$ cat config.mk
export PLATFORM = sky130hd
export DESIGN_NAME = twss_slave
export DESIGN_NICKNAME = d
export VERILOG_FILES = /design/src/inc/twss_pkg.sv /design/src/twss_slave.sv
export SDC_FILE = /design/constraint.sdc
export NUM_CORES = 1
export LEC_CHECK = 0
export BUFFER_PORTS_ARGS = -buffer_cell sky130_fd_sc_hd__clkbuf_2
export CAP_MARGIN = 20
export CELL_PAD_IN_SITES_DETAIL_PLACEMENT = 1
export CELL_PAD_IN_SITES_GLOBAL_PLACEMENT = 1
export CORE_MARGIN = 1
export CORE_UTILIZATION = 48
export DETAILED_ROUTE_END_ITERATION = 8
export PLACE_DENSITY_LB_ADDON = 0.1
export SYNTH_ARGS = -nofsm -noshare
export SYNTH_HDL_FRONTEND = slang
export SYNTH_SLANG_ARGS = --single-unit
$ cat constraint.sdc
create_clock -name clk_sys -period 6 [get_ports clk_sys]
set_clock_uncertainty 0.05 [all_clocks]
set_input_delay 0.3 -clock clk_sys [delete_from_list [all_inputs] [get_ports clk_sys]]
set_output_delay 0.3 -clock clk_sys [all_outputs]
set_load 0.01 [all_outputs]
$ cat src/inc/twss_pkg.sv
// twss_pkg: register map, bit positions, reset values and protocol constants for the two-wire slave.
// assumes a 32-bit AXI4-Lite register bus with one register per aligned word.
package twss_pkg;
  localparam logic [11:0] TWSS_OFF_CTRL = 12'h000;
  localparam logic [11:0] TWSS_OFF_STAT = 12'h004;
  localparam logic [11:0] TWSS_OFF_RCV = 12'h008;
  localparam logic [11:0] TWSS_OFF_TRN = 12'h00C;
  localparam logic [11:0] TWSS_OFF_ADD = 12'h010;
  localparam logic [11:0] TWSS_OFF_BRG = 12'h014;
  // control word bits
  localparam int TWSS_CTL_ON = 15;
  localparam int TWSS_CTL_TEN_BIT_ADDRESS_MODE = 10;
  localparam int TWSS_CTL_STRETCH_ENABLE = 6;
  localparam int TWSS_CTL_CLOCK_RELEASE = 12;
  // status word bits; bits 5..0 read-only
  localparam int TWSS_ST_RO_BITS = 6;
  localparam int TWSS_ST_OV = 6;
  localparam int TWSS_ST_RW = 2;
  localparam int TWSS_ST_RBF = 1;
  localparam int TWSS_ST_TBF = 0;
  localparam int TWSS_ST_TEN_BIT_MATCH_FLAG = 8;
  localparam int TWSS_ST_SEV = 9;
  localparam logic [15:0] TWSS_CTRL_RST = 16'h1000;
  localparam logic [15:0] TWSS_STAT_RST = 16'h0000;
  localparam logic [4:0] TWSS_TEN_HDR = 5'h1E;
  localparam logic [3:0] TWSS_BITS_BYTE = 4'h8;
  localparam logic [1:0] TWSS_RESP_OK = 2'h0;
  localparam logic [1:0] TWSS_RESP_ERR = 2'h2;
endpackage

$ cat src/twss_slave.sv
// twss_slave: two-wire bus slave with 7/10-bit addressing, clock stretching, AXI4-Lite regs.
// assumes scl/sda resolved externally as wired-AND; pins are asynchronous to clk_sys.
// Function
// - status bits 5..0 read-only; higher status bits read-write
// - full received byte moves to receive holding and pulses interrupt
// - transmit path has one holding register, no queue
// - ten-bit address mode bit selects 7- or 10-bit address compare
// - idle until start, shift eight bits on scl rise, compare address
// - 7-bit: own address 6..0 versus shift 7..1; bit 0 is direction
// - on match ack, set slave event on ninth fall; receive holding untouched
// - read match: ack, hold scl until transmit write and release
// - transmit bits change on scl fall; interrupt on ninth fall regardless of ack
// - write match: receive bytes, load holding if not full, ack if no overflow
// - receive full at byte end: no ack, no load, interrupt still
// - overflow set, full clear: load holding, but send not-acknowledge
// - 10-bit first byte 11110 plus addr 9..8; write match clears flag
// - 10-bit second byte versus addr 7..0 sets match flag, else idle
// - after full 10-bit match, restart with first byte read enters transmit
// - transmit: ack sampled with empty transmit buffer clears release, stretches
// - transmit buffer filled before ninth fall: no release clear, scl held one cycle only
// - stretch enabled receive: full at ninth fall clears release, stretches
// - receive read before ninth fall: no release clear, no stretch
// - stretch disabled: software writes to release bit ignored
// - cleared release drives scl low only after scl sampled low
`timescale 1ns/1ps
`default_nettype none
module twss_slave
  import twss_pkg::*;
(
  input wire logic clk_sys, // system clock
  input wire logic rst_n, // async reset, active low
  input wire logic scl_i, // scl pin level
  output logic scl_o, // scl drive value, always 0
  output logic scl_oe, // scl pulled low when high
  input wire logic sda_i, // sda pin level
  output logic sda_o, // sda drive value, always 0
  output logic sda_oe, // sda pulled low when high
  output logic slave_irq, // one-cycle slave event pulse
  input wire logic [11:0] s_axi_awaddr, // write address
  input wire logic s_axi_awvalid, // write address valid
  output logic s_axi_awready, // write address ready
  input wire logic [31:0] s_axi_wdata, // write data
  input wire logic [3:0] s_axi_wstrb, // write strobes
  input wire logic s_axi_wvalid, // write data valid
  output logic s_axi_wready, // write data ready
  output logic [1:0] s_axi_bresp, // write response
  output logic s_axi_bvalid, // write response valid
  input wire logic s_axi_bready, // write response ready
  input wire logic [11:0] s_axi_araddr, // read address
  input wire logic s_axi_arvalid, // read address valid
  output logic s_axi_arready, // read address ready
  output logic [31:0] s_axi_rdata, // read data
  output logic [1:0] s_axi_rresp, // read response
  output logic s_axi_rvalid, // read data valid
  input wire logic s_axi_rready // read data ready
);
  typedef enum logic [5:0] {
    TWSS_IDLE = 6'b000001, TWSS_ADDR = 6'b000010, TWSS_ADDR2 = 6'b000100,
    TWSS_RX = 6'b001000, TWSS_TX = 6'b010000, TWSS_SKIP = 6'b100000
  } twss_state_t;

  typedef struct packed {
    logic [2:0] scl_s, sda_s;
    logic scl_f, sda_f;
    twss_state_t st;
    logic [3:0] bitc;
    logic [7:0] rsr, tsr;
    logic ack_phase; // ninth-bit window
    logic ack_drive; // we acknowledge this byte
    logic tx_nack; // master refused our byte
    logic ten_full; // full 10-bit match seen
    logic [15:0] ctrl, stat;
    logic [7:0] rcv, trn;
    logic [9:0] addr;
    logic [8:0] brg;
    logic hold_low; // pulling scl low
    logic irq; // event pulse
    logic sda_low; // pulling sda low
    logic tx_loaded; // shifter holds this byte
    logic aw_got; // write address captured
    logic w_got; // write data captured
    logic bvalid; // write answer pending
    logic rvalid; // read answer pending
    logic [11:0] awaddr;
    logic [31:0] wdata, rdata;
    logic [1:0] bresp, rresp;
  } twss_regs_t;

  twss_regs_t q, d;
  logic scl_now, sda_now, scl_rise, scl_fall, start_c, stop_c, wr_fire, rd_fire;
  logic addr7_hit, hdr_hit, rw_bit;
  logic tx_wait;
  logic [7:0] byte_in;

  always_comb begin
    // a change counts once the second and third stages agree
    scl_now = (q.scl_s[1] == q.scl_s[2]) ? q.scl_s[2] : q.scl_f;
    sda_now = (q.sda_s[1] == q.sda_s[2]) ? q.sda_s[2] : q.sda_f;
    scl_rise = scl_now && !q.scl_f;
    scl_fall = !scl_now && q.scl_f;
    start_c = scl_now && q.scl_f && q.sda_f && !sda_now;
    stop_c = scl_now && q.scl_f && !q.sda_f && sda_now;
    byte_in = {q.rsr[6:0], sda_now};
    rw_bit = q.rsr[0];
    addr7_hit = (q.rsr[7:1] == q.addr[6:0]);
    hdr_hit = (q.rsr[7:3] == TWSS_TEN_HDR) && (q.rsr[2:1] == q.addr[9:8]);
    wr_fire = q.aw_got && q.w_got && !q.bvalid;
    rd_fire = s_axi_arvalid && !q.rvalid;
    // transmit byte start with nothing in the shifter yet
    tx_wait = (q.st == TWSS_TX) && !q.ack_phase && (q.bitc == 4'h0) && !q.tx_loaded;
  end

  always_comb begin
    d = q;
    d.irq = 1'b0;
    d.scl_s = {q.scl_s[1:0], scl_i};
    d.sda_s = {q.sda_s[1:0], sda_i};
    d.scl_f = scl_now;
    d.sda_f = sda_now;
    // bus slave: address and data taken in either order
    if (s_axi_awvalid && !q.aw_got) begin
      d.aw_got = 1'b1;
      d.awaddr = s_axi_awaddr;
    end
    if (s_axi_wvalid && !q.w_got) begin
      d.w_got = 1'b1;
      d.wdata = s_axi_wdata;
    end
    if (q.bvalid && s_axi_bready) d.bvalid = 1'b0;
    if (q.rvalid && s_axi_rready) d.rvalid = 1'b0;
    if (rd_fire) begin
      d.rvalid = 1'b1;
      d.rresp = TWSS_RESP_OK;
      unique case (s_axi_araddr)
        TWSS_OFF_CTRL: d.rdata = {16'h0000, q.ctrl};
        TWSS_OFF_STAT: d.rdata = {16'h0000, q.stat};
        TWSS_OFF_RCV: begin
          d.rdata = {24'h000000, q.rcv};
          d.stat[TWSS_ST_RBF] = 1'b0; // reading empties the holding register
        end
        TWSS_OFF_TRN: d.rdata = {24'h000000, q.trn};
        TWSS_OFF_ADD: d.rdata = {22'h000000, q.addr};
        TWSS_OFF_BRG: d.rdata = {23'h000000, q.brg};
        default: begin
          d.rdata = 32'h00000000;
          d.rresp = TWSS_RESP_ERR;
        end
      endcase
    end
    if (wr_fire) begin
      d.aw_got = 1'b0;
      d.w_got = 1'b0;
      d.bvalid = 1'b1;
      d.bresp = TWSS_RESP_OK;
      unique case (q.awaddr)
        TWSS_OFF_CTRL: begin
          if (q.wdata[TWSS_CTL_STRETCH_ENABLE] || (&s_axi_wstrb[1:0] == 1'b0)) begin
            d.ctrl = q.wdata[15:0];
          end else begin
            d.ctrl = q.wdata[15:0];
          end
          if (!q.ctrl[TWSS_CTL_STRETCH_ENABLE]) begin
            d.ctrl[TWSS_CTL_CLOCK_RELEASE] = q.ctrl[TWSS_CTL_CLOCK_RELEASE];
          end
        end
        TWSS_OFF_STAT: d.stat = {q.wdata[15:TWSS_ST_RO_BITS],
                                 q.stat[TWSS_ST_RO_BITS-1:0]};
        TWSS_OFF_RCV: ;
        TWSS_OFF_TRN: begin
          d.trn = q.wdata[7:0];
          d.stat[TWSS_ST_TBF] = 1'b1;
        end
        TWSS_OFF_ADD: d.addr = q.wdata[9:0];
        TWSS_OFF_BRG: d.brg = q.wdata[8:0];
        default: d.bresp = TWSS_RESP_ERR;
      endcase
    end
    // serial engine
    if (!q.ctrl[TWSS_CTL_ON] || stop_c) begin
      d.st = TWSS_IDLE;
      d.ack_drive = 1'b0;
      d.sda_low = 1'b0;
      d.hold_low = 1'b0;
      d.tx_loaded = 1'b0;
      if (!q.ctrl[TWSS_CTL_ON]) d.ten_full = 1'b0;
    end else if (start_c) begin
      d.st = TWSS_ADDR;
      d.tx_loaded = 1'b0;
      d.bitc = 4'h0;
      d.ack_phase = 1'b0;
      d.ack_drive = 1'b0;
      d.sda_low = 1'b0;
    end else if (q.st != TWSS_IDLE) begin
      if (scl_rise) begin
        if (!q.ack_phase) begin
          d.rsr = byte_in;
          d.bitc = q.bitc + 4'h1;
        end else if (q.st == TWSS_TX) begin
          d.tx_nack = sda_now;
        end
      end
      if (scl_fall) begin
        if (!q.ack_phase && q.bitc == TWSS_BITS_BYTE) begin
          // eighth fall: decide acknowledge for the ninth bit
          d.ack_phase = 1'b1;
          d.ack_drive = 1'b0;
          d.sda_low = 1'b0;
          unique case (q.st)
            TWSS_ADDR: begin
              if (!q.ctrl[TWSS_CTL_TEN_BIT_ADDRESS_MODE]) begin
                d.ack_drive = addr7_hit;
              end else begin
                d.ack_drive = hdr_hit && (!rw_bit || q.ten_full);
              end
              d.stat[TWSS_ST_RW] = rw_bit;
            end
            TWSS_ADDR2: d.ack_drive = (q.rsr == q.addr[7:0]);
            TWSS_RX: begin
              if (!q.stat[TWSS_ST_RBF]) begin
                d.rcv = q.rsr;
                d.stat[TWSS_ST_RBF] = 1'b1;
                d.ack_drive = !q.stat[TWSS_ST_OV];
              end else begin
                d.stat[TWSS_ST_OV] = 1'b1;
              end
            end
            default: ;
          endcase
          d.sda_low = d.ack_drive;
          if (q.st == TWSS_SKIP || q.st == TWSS_TX) d.sda_low = 1'b0;
        end else if (q.ack_phase) begin
          // ninth fall
          d.tx_loaded = 1'b0;
          d.ack_phase = 1'b0;
          d.ack_drive = 1'b0;
          d.sda_low = 1'b0;
          d.bitc = 4'h0;
          unique case (q.st)
            TWSS_ADDR: begin
              if (!q.ack_drive) begin
                d.st = TWSS_IDLE;
                d.ten_full = 1'b0;
                d.stat[TWSS_ST_TEN_BIT_MATCH_FLAG] = 1'b0;
              end else begin
                d.irq = 1'b1;
                d.stat[TWSS_ST_SEV] = 1'b1;
                if (q.stat[TWSS_ST_RW]) begin
                  d.st = TWSS_TX;
                  if (!q.stat[TWSS_ST_TBF]) begin
                    d.ctrl[TWSS_CTL_CLOCK_RELEASE] = 1'b0;
                  end
                end else if (q.ctrl[TWSS_CTL_TEN_BIT_ADDRESS_MODE]) begin
                  d.st = TWSS_ADDR2;
                  d.ten_full = 1'b0;
                  d.stat[TWSS_ST_TEN_BIT_MATCH_FLAG] = 1'b0;
                end else begin
                  d.st = TWSS_RX;
                end
              end
            end
            TWSS_ADDR2: begin
              d.st = q.ack_drive ? TWSS_RX : TWSS_IDLE;
              d.ten_full = q.ack_drive;
              d.stat[TWSS_ST_TEN_BIT_MATCH_FLAG] = q.ack_drive;
              d.irq = q.ack_drive;
            end
            TWSS_RX: begin
              d.irq = 1'b1;
              d.stat[TWSS_ST_SEV] = 1'b1;
              if (q.ctrl[TWSS_CTL_STRETCH_ENABLE] && q.stat[TWSS_ST_RBF]) begin
                d.ctrl[TWSS_CTL_CLOCK_RELEASE] = 1'b0;
              end
            end
            TWSS_TX: begin
              d.irq = 1'b1;
              d.stat[TWSS_ST_SEV] = 1'b1;
              if (q.tx_nack) begin
                d.st = TWSS_SKIP;
              end else if (!q.stat[TWSS_ST_TBF]) begin
                d.ctrl[TWSS_CTL_CLOCK_RELEASE] = 1'b0;
              end
            end
            default: ;
          endcase
        end else if (q.st == TWSS_TX) begin
          d.sda_low = !q.tsr[7];
          d.tsr = {q.tsr[6:0], 1'b0};
        end
      end
      // load while scl is still held, so the first bit settles before release
      // trade-off: one extra held cycle even when the buffer was filled early
      if (tx_wait && q.stat[TWSS_ST_TBF] && !scl_now) begin
        d.sda_low = !q.trn[7];
        d.tsr = {q.trn[6:0], 1'b0};
        d.stat[TWSS_ST_TBF] = 1'b0;
        d.tx_loaded = 1'b1;
      end
    end
    // stretch: assert only once scl is already low, release on bit set
    if (!q.ctrl[TWSS_CTL_CLOCK_RELEASE] && !scl_now) d.hold_low = 1'b1;
    if (q.ctrl[TWSS_CTL_CLOCK_RELEASE] || !q.ctrl[TWSS_CTL_ON]) d.hold_low = 1'b0;
    // hold until a byte sits in the shifter, even if release was set early;
    // otherwise the set release would drop the hold before sda is valid
    if (tx_wait && q.ctrl[TWSS_CTL_ON] && !scl_now) d.hold_low = 1'b1;
  end

  always_ff @(posedge clk_sys or negedge rst_n) begin
    if (!rst_n) begin
      q <= '0;
      q.scl_s <= 3'h7;
      q.sda_s <= 3'h7;
      q.scl_f <= 1'b1;
      q.sda_f <= 1'b1;
      q.st <= TWSS_IDLE;
      q.ctrl <= TWSS_CTRL_RST;
      q.stat <= TWSS_STAT_RST;
    end else begin
      q <= d;
    end
  end

  // open-drain: drive value is always low, only enables toggle
  assign scl_o = 1'b0;
  assign sda_o = 1'b0;
  assign scl_oe = q.hold_low;
  assign sda_oe = q.sda_low;
  assign slave_irq = q.irq;
  assign s_axi_awready = !q.aw_got;
  assign s_axi_wready = !q.w_got;
  assign s_axi_bvalid = q.bvalid;
  assign s_axi_bresp = q.bresp;
  assign s_axi_arready = !q.rvalid;
  assign s_axi_rvalid = q.rvalid;
  assign s_axi_rdata = q.rdata;
  assign s_axi_rresp = q.rresp;
endmodule
`default_nettype wire

==> results.md <==
- Largest family of logic cells by synthesized area: multiplexers
- CP Depth: 5
- Pre-antenna DRT Iters: 6
- CP max stage delay: 0.71 ns
- Die Y: 127 um
- CTS tree: done
- Setup slack at placement: 3.19 ns
- DRT iter0 DRCs: 265
- Max clock buf depth: 2
- Async SR Flop Fraction: 1.00
- Relative max-transition margin: 0.255
- Wire per inst: 19.5 um
- Total CTS buffers: 17
- Synth Area in Compound Gates: 0.0727
- Initial antenna violation count: 0
- Core region area: 0.0153 sq mm
- Drt drc: 0
- Worst R2R End: q[164]$_DFFE_PN0P_
- Synth Flop Type: dfrtp_1
- Worst Setup EP: q[164]$_DFFE_PN0P_
- Final core utilization: 0.556
- RSZ-0062 raised after global routing: no
- EDFF count, synth: 0
- Fmax: 0.355 GHz
- Via count: 4966
- WS Path Type: reg2reg
- Final hold slack: 0.0101 ns
- Post-route antenna net violation count: 0
- CP Max Fanout: 11
- Tcrit/Tclk final: 0.469
- Post-Syn Area: 0.00752 sq mm
- Reg2Reg Depth: 5
- Cell Count Post-Placement: 868
- Mean area per synthesized cell: 12.0 sq um
- Crit. Startpoint: q[180]$_DFFE_PN0P_
- R2R Setup Slk: 3.19 ns
- Status: complete, no violations
- CP startpoint kind: flip-flop
- Die Width: 127 um
- Vias in the first global route: 5348
- H-Tree Depth: 4
- N_diodes: 0
- Lkg Pwr: 4.00 nW
- Skew-Pair Late Insertion Delay: 0.42 ns
- Grt ovf: 0
- Peak VDD IR: 201 uV
- Max Transition Viols Final: 0
- PwrDens: 313 mW/mm^2
- Via density: 5.51
- Share of layout cells above drive strength 1: 0.364
- CTS sink count: 155
- Synthesized flop and latch total: 155
- Starting Density: 0.493
- Worst R2R Start: q[180]$_DFFE_PN0P_
- Placer Congestion: 0.818
- Netlist cell types: 65
- CP arrival: 3.07 ns
- Most frequent cell after synthesis: dfrtp_1
- Area leader, netlist: dfrtp_1
- Top area cells in the synthesized netlist: dfrtp_1 (48%), mux2_2 (15%), buf_4 (3.9%)
- CTS Root Buffer Type: clkbuf_16
- Setup slack after layout: 3.19 ns
- Filler instances: 1617
- Ys Warns: 0
- CP Capture Type: flip-flop
- Port bufs: 74
- Syn Inst Count: 624
- CP max stage cell: a2111oi_4
- # setup viols final: 0
- Total track usage: 0.237
- Final hold violation count: 0
- TNS Setup: 0 ns
- WL final: 17600 um
- Post-synthesis simple-gate area fraction: 0.111
- Largest net degree at the start of global routing: 93
- Die area: 0.0162 sq mm
- DP HPWL: 12400 um
- Post-CTS Resized: 0
- CP Cell Sequence: nor3_2, and3_2, nand4_2, a2111oi_4, mux2_2
- Post-synthesis adder-cell area fraction: 0.00483
- Minimum clock period: 2.81 ns
- Crit path buf inv count: 0
- Worst Max-Slew Pin Slew: 1.10 ns
- HP Class: in2reg
- Layout area overhead: 12.9%
- Critical Path RT: 6.25 ns
- Max Cap Violations: 0
- Number of cells in the finished layout apart from fillers: 901
- CP top delay family: simple AND/OR/NAND/NOR gates
- Sequential share of the synthesized area: 0.518
- First-pass GRT wire length: 29300 um
- Clock transition at path regs: 0.06 ns
- Nets: 751
- Top cells by count, synth: dfrtp_1 (145), mux2_2 (98), nand2_1 (44), buf_4 (39), o21ai_0 (38)
- Row count: 45
- Post-synthesis xor/xnor area fraction: 0.0198
- Post-synthesis mux area share: 0.214
- Post-synth top area share: 0.483
- # IOs: 115
==> cells by family after synthesis <==
group | count (synthesis)
compound gates | 85
xor+xnor | 17
fa+ha+maj | 3
buf+inv | 75
flops | 155
mux | 137
other cells | 1
simple gates | 151
==> layout by cell type, fill, tap and decap left out, types with 11 or more instances in the layout <==
master     netlist  final
clkbuf_16        0     17
clkbuf_2         0     74
conb_1           1     20
dfrtp_1        145    145
inv_1           11     11
mux2_2          98     98
mux2i_1         25     25
nand2_1         44     44
nand3_1         12     12
nor2_1          27     27
nor3_1          12     12
o21ai_0         38     38
xor2_1          13     13
==> where the power goes <==
group | total (mW) | internal, mW | switching, mW
clock | 1.04 | 0.635 | 0.407
sequential | 1.31 | 1.18 | 0.135
combinational | 0.303 | 0.164 | 0.139
total | 2.65 | 1.97 | 0.681
==> what timing repair did <==
action,CTS,global route
endpoints found under the setup margin,0,0
buffers inserted,0,0
endpoints found under the hold margin,93,0
hold buffers,3,0
==> worst min-delay path by stage <==
stage | from | to | slack, ns | cells after the start
after global routing | s_axi_rready | s_axi_rvalid$_DFFE_PN0P_ | 0.05 | 2
after floorplan | rst_n | byte_in[1]$_DFFE_PN0P_ | -0.05 | 0
after global placement | d[191]$_DFF_PN1_ | d[192]$_DFF_PN1_ | 0.30 | 0
after detailed placement | d[188]$_DFF_PN1_ | d[189]$_DFF_PN1_ | 0.30 | 0
after CTS | s_axi_rready | s_axi_rvalid$_DFFE_PN0P_ | 0.00003 | 2
final | s_axi_rready | s_axi_rvalid$_DFFE_PN0P_ | 0.01 | 2
==> final cells by class <==
type | count | area, sq um | share of cell area
Multi-Input combinational cell | 413 | 3280 | 0.387
Inverter | 11 | 41.3 | 0.00487
Tap cell | 211 | 264 | 0.0311
Timing Repair Buffer | 82 | 442 | 0.0521
Clock buffer | 21 | 470 | 0.0554
Sequential cell | 155 | 3890 | 0.459
Clock inverter | 8 | 95.1 | 0.0112
==> state kept, by name, indices dropped and copies added, names as in the netlist <==
signal,flops
byte_in,7
d,4
q,121
s_axi_bresp,1
s_axi_bvalid,1
s_axi_rdata,16
s_axi_rresp,1
s_axi_rvalid,1
scl_oe,1
sda_oe,1
slave_irq,1
==> worst reg2reg max path, cell delays in order, from the launching register on <==
cell and delay [ns]:
dfrtp_1 0.49, nor3_2 0.34, and3_2 0.32, nand4_2 0.38, a2111oi_4 0.72, mux2_2 0.41
==> through the flow <==
| stage | power (mW) | cell area, sq um |
|---|---|---|
| finish | 2.65 | 8480 |
| global route | 2.77 | 8480 |
| CTS | 2.68 | 8480 |
| detailed placement | 1.63 | 7880 |
| global placement | 1.61 | 7880 |
| floorplan | 1.50 | 7590 |
==> metal layers <==
metal | vias up | track usage | share of wire
met5 | - | 0 | 0
met4 | 0 | 0.0714 | 0.014
met3 | 20 | 0.0360 | 0.029
met2 | 107 | 0.408 | 0.50
met1 | 2541 | 0.311 | 0.45
li1 | 2298 | - | -
Power figures use the tool's default switching activity.
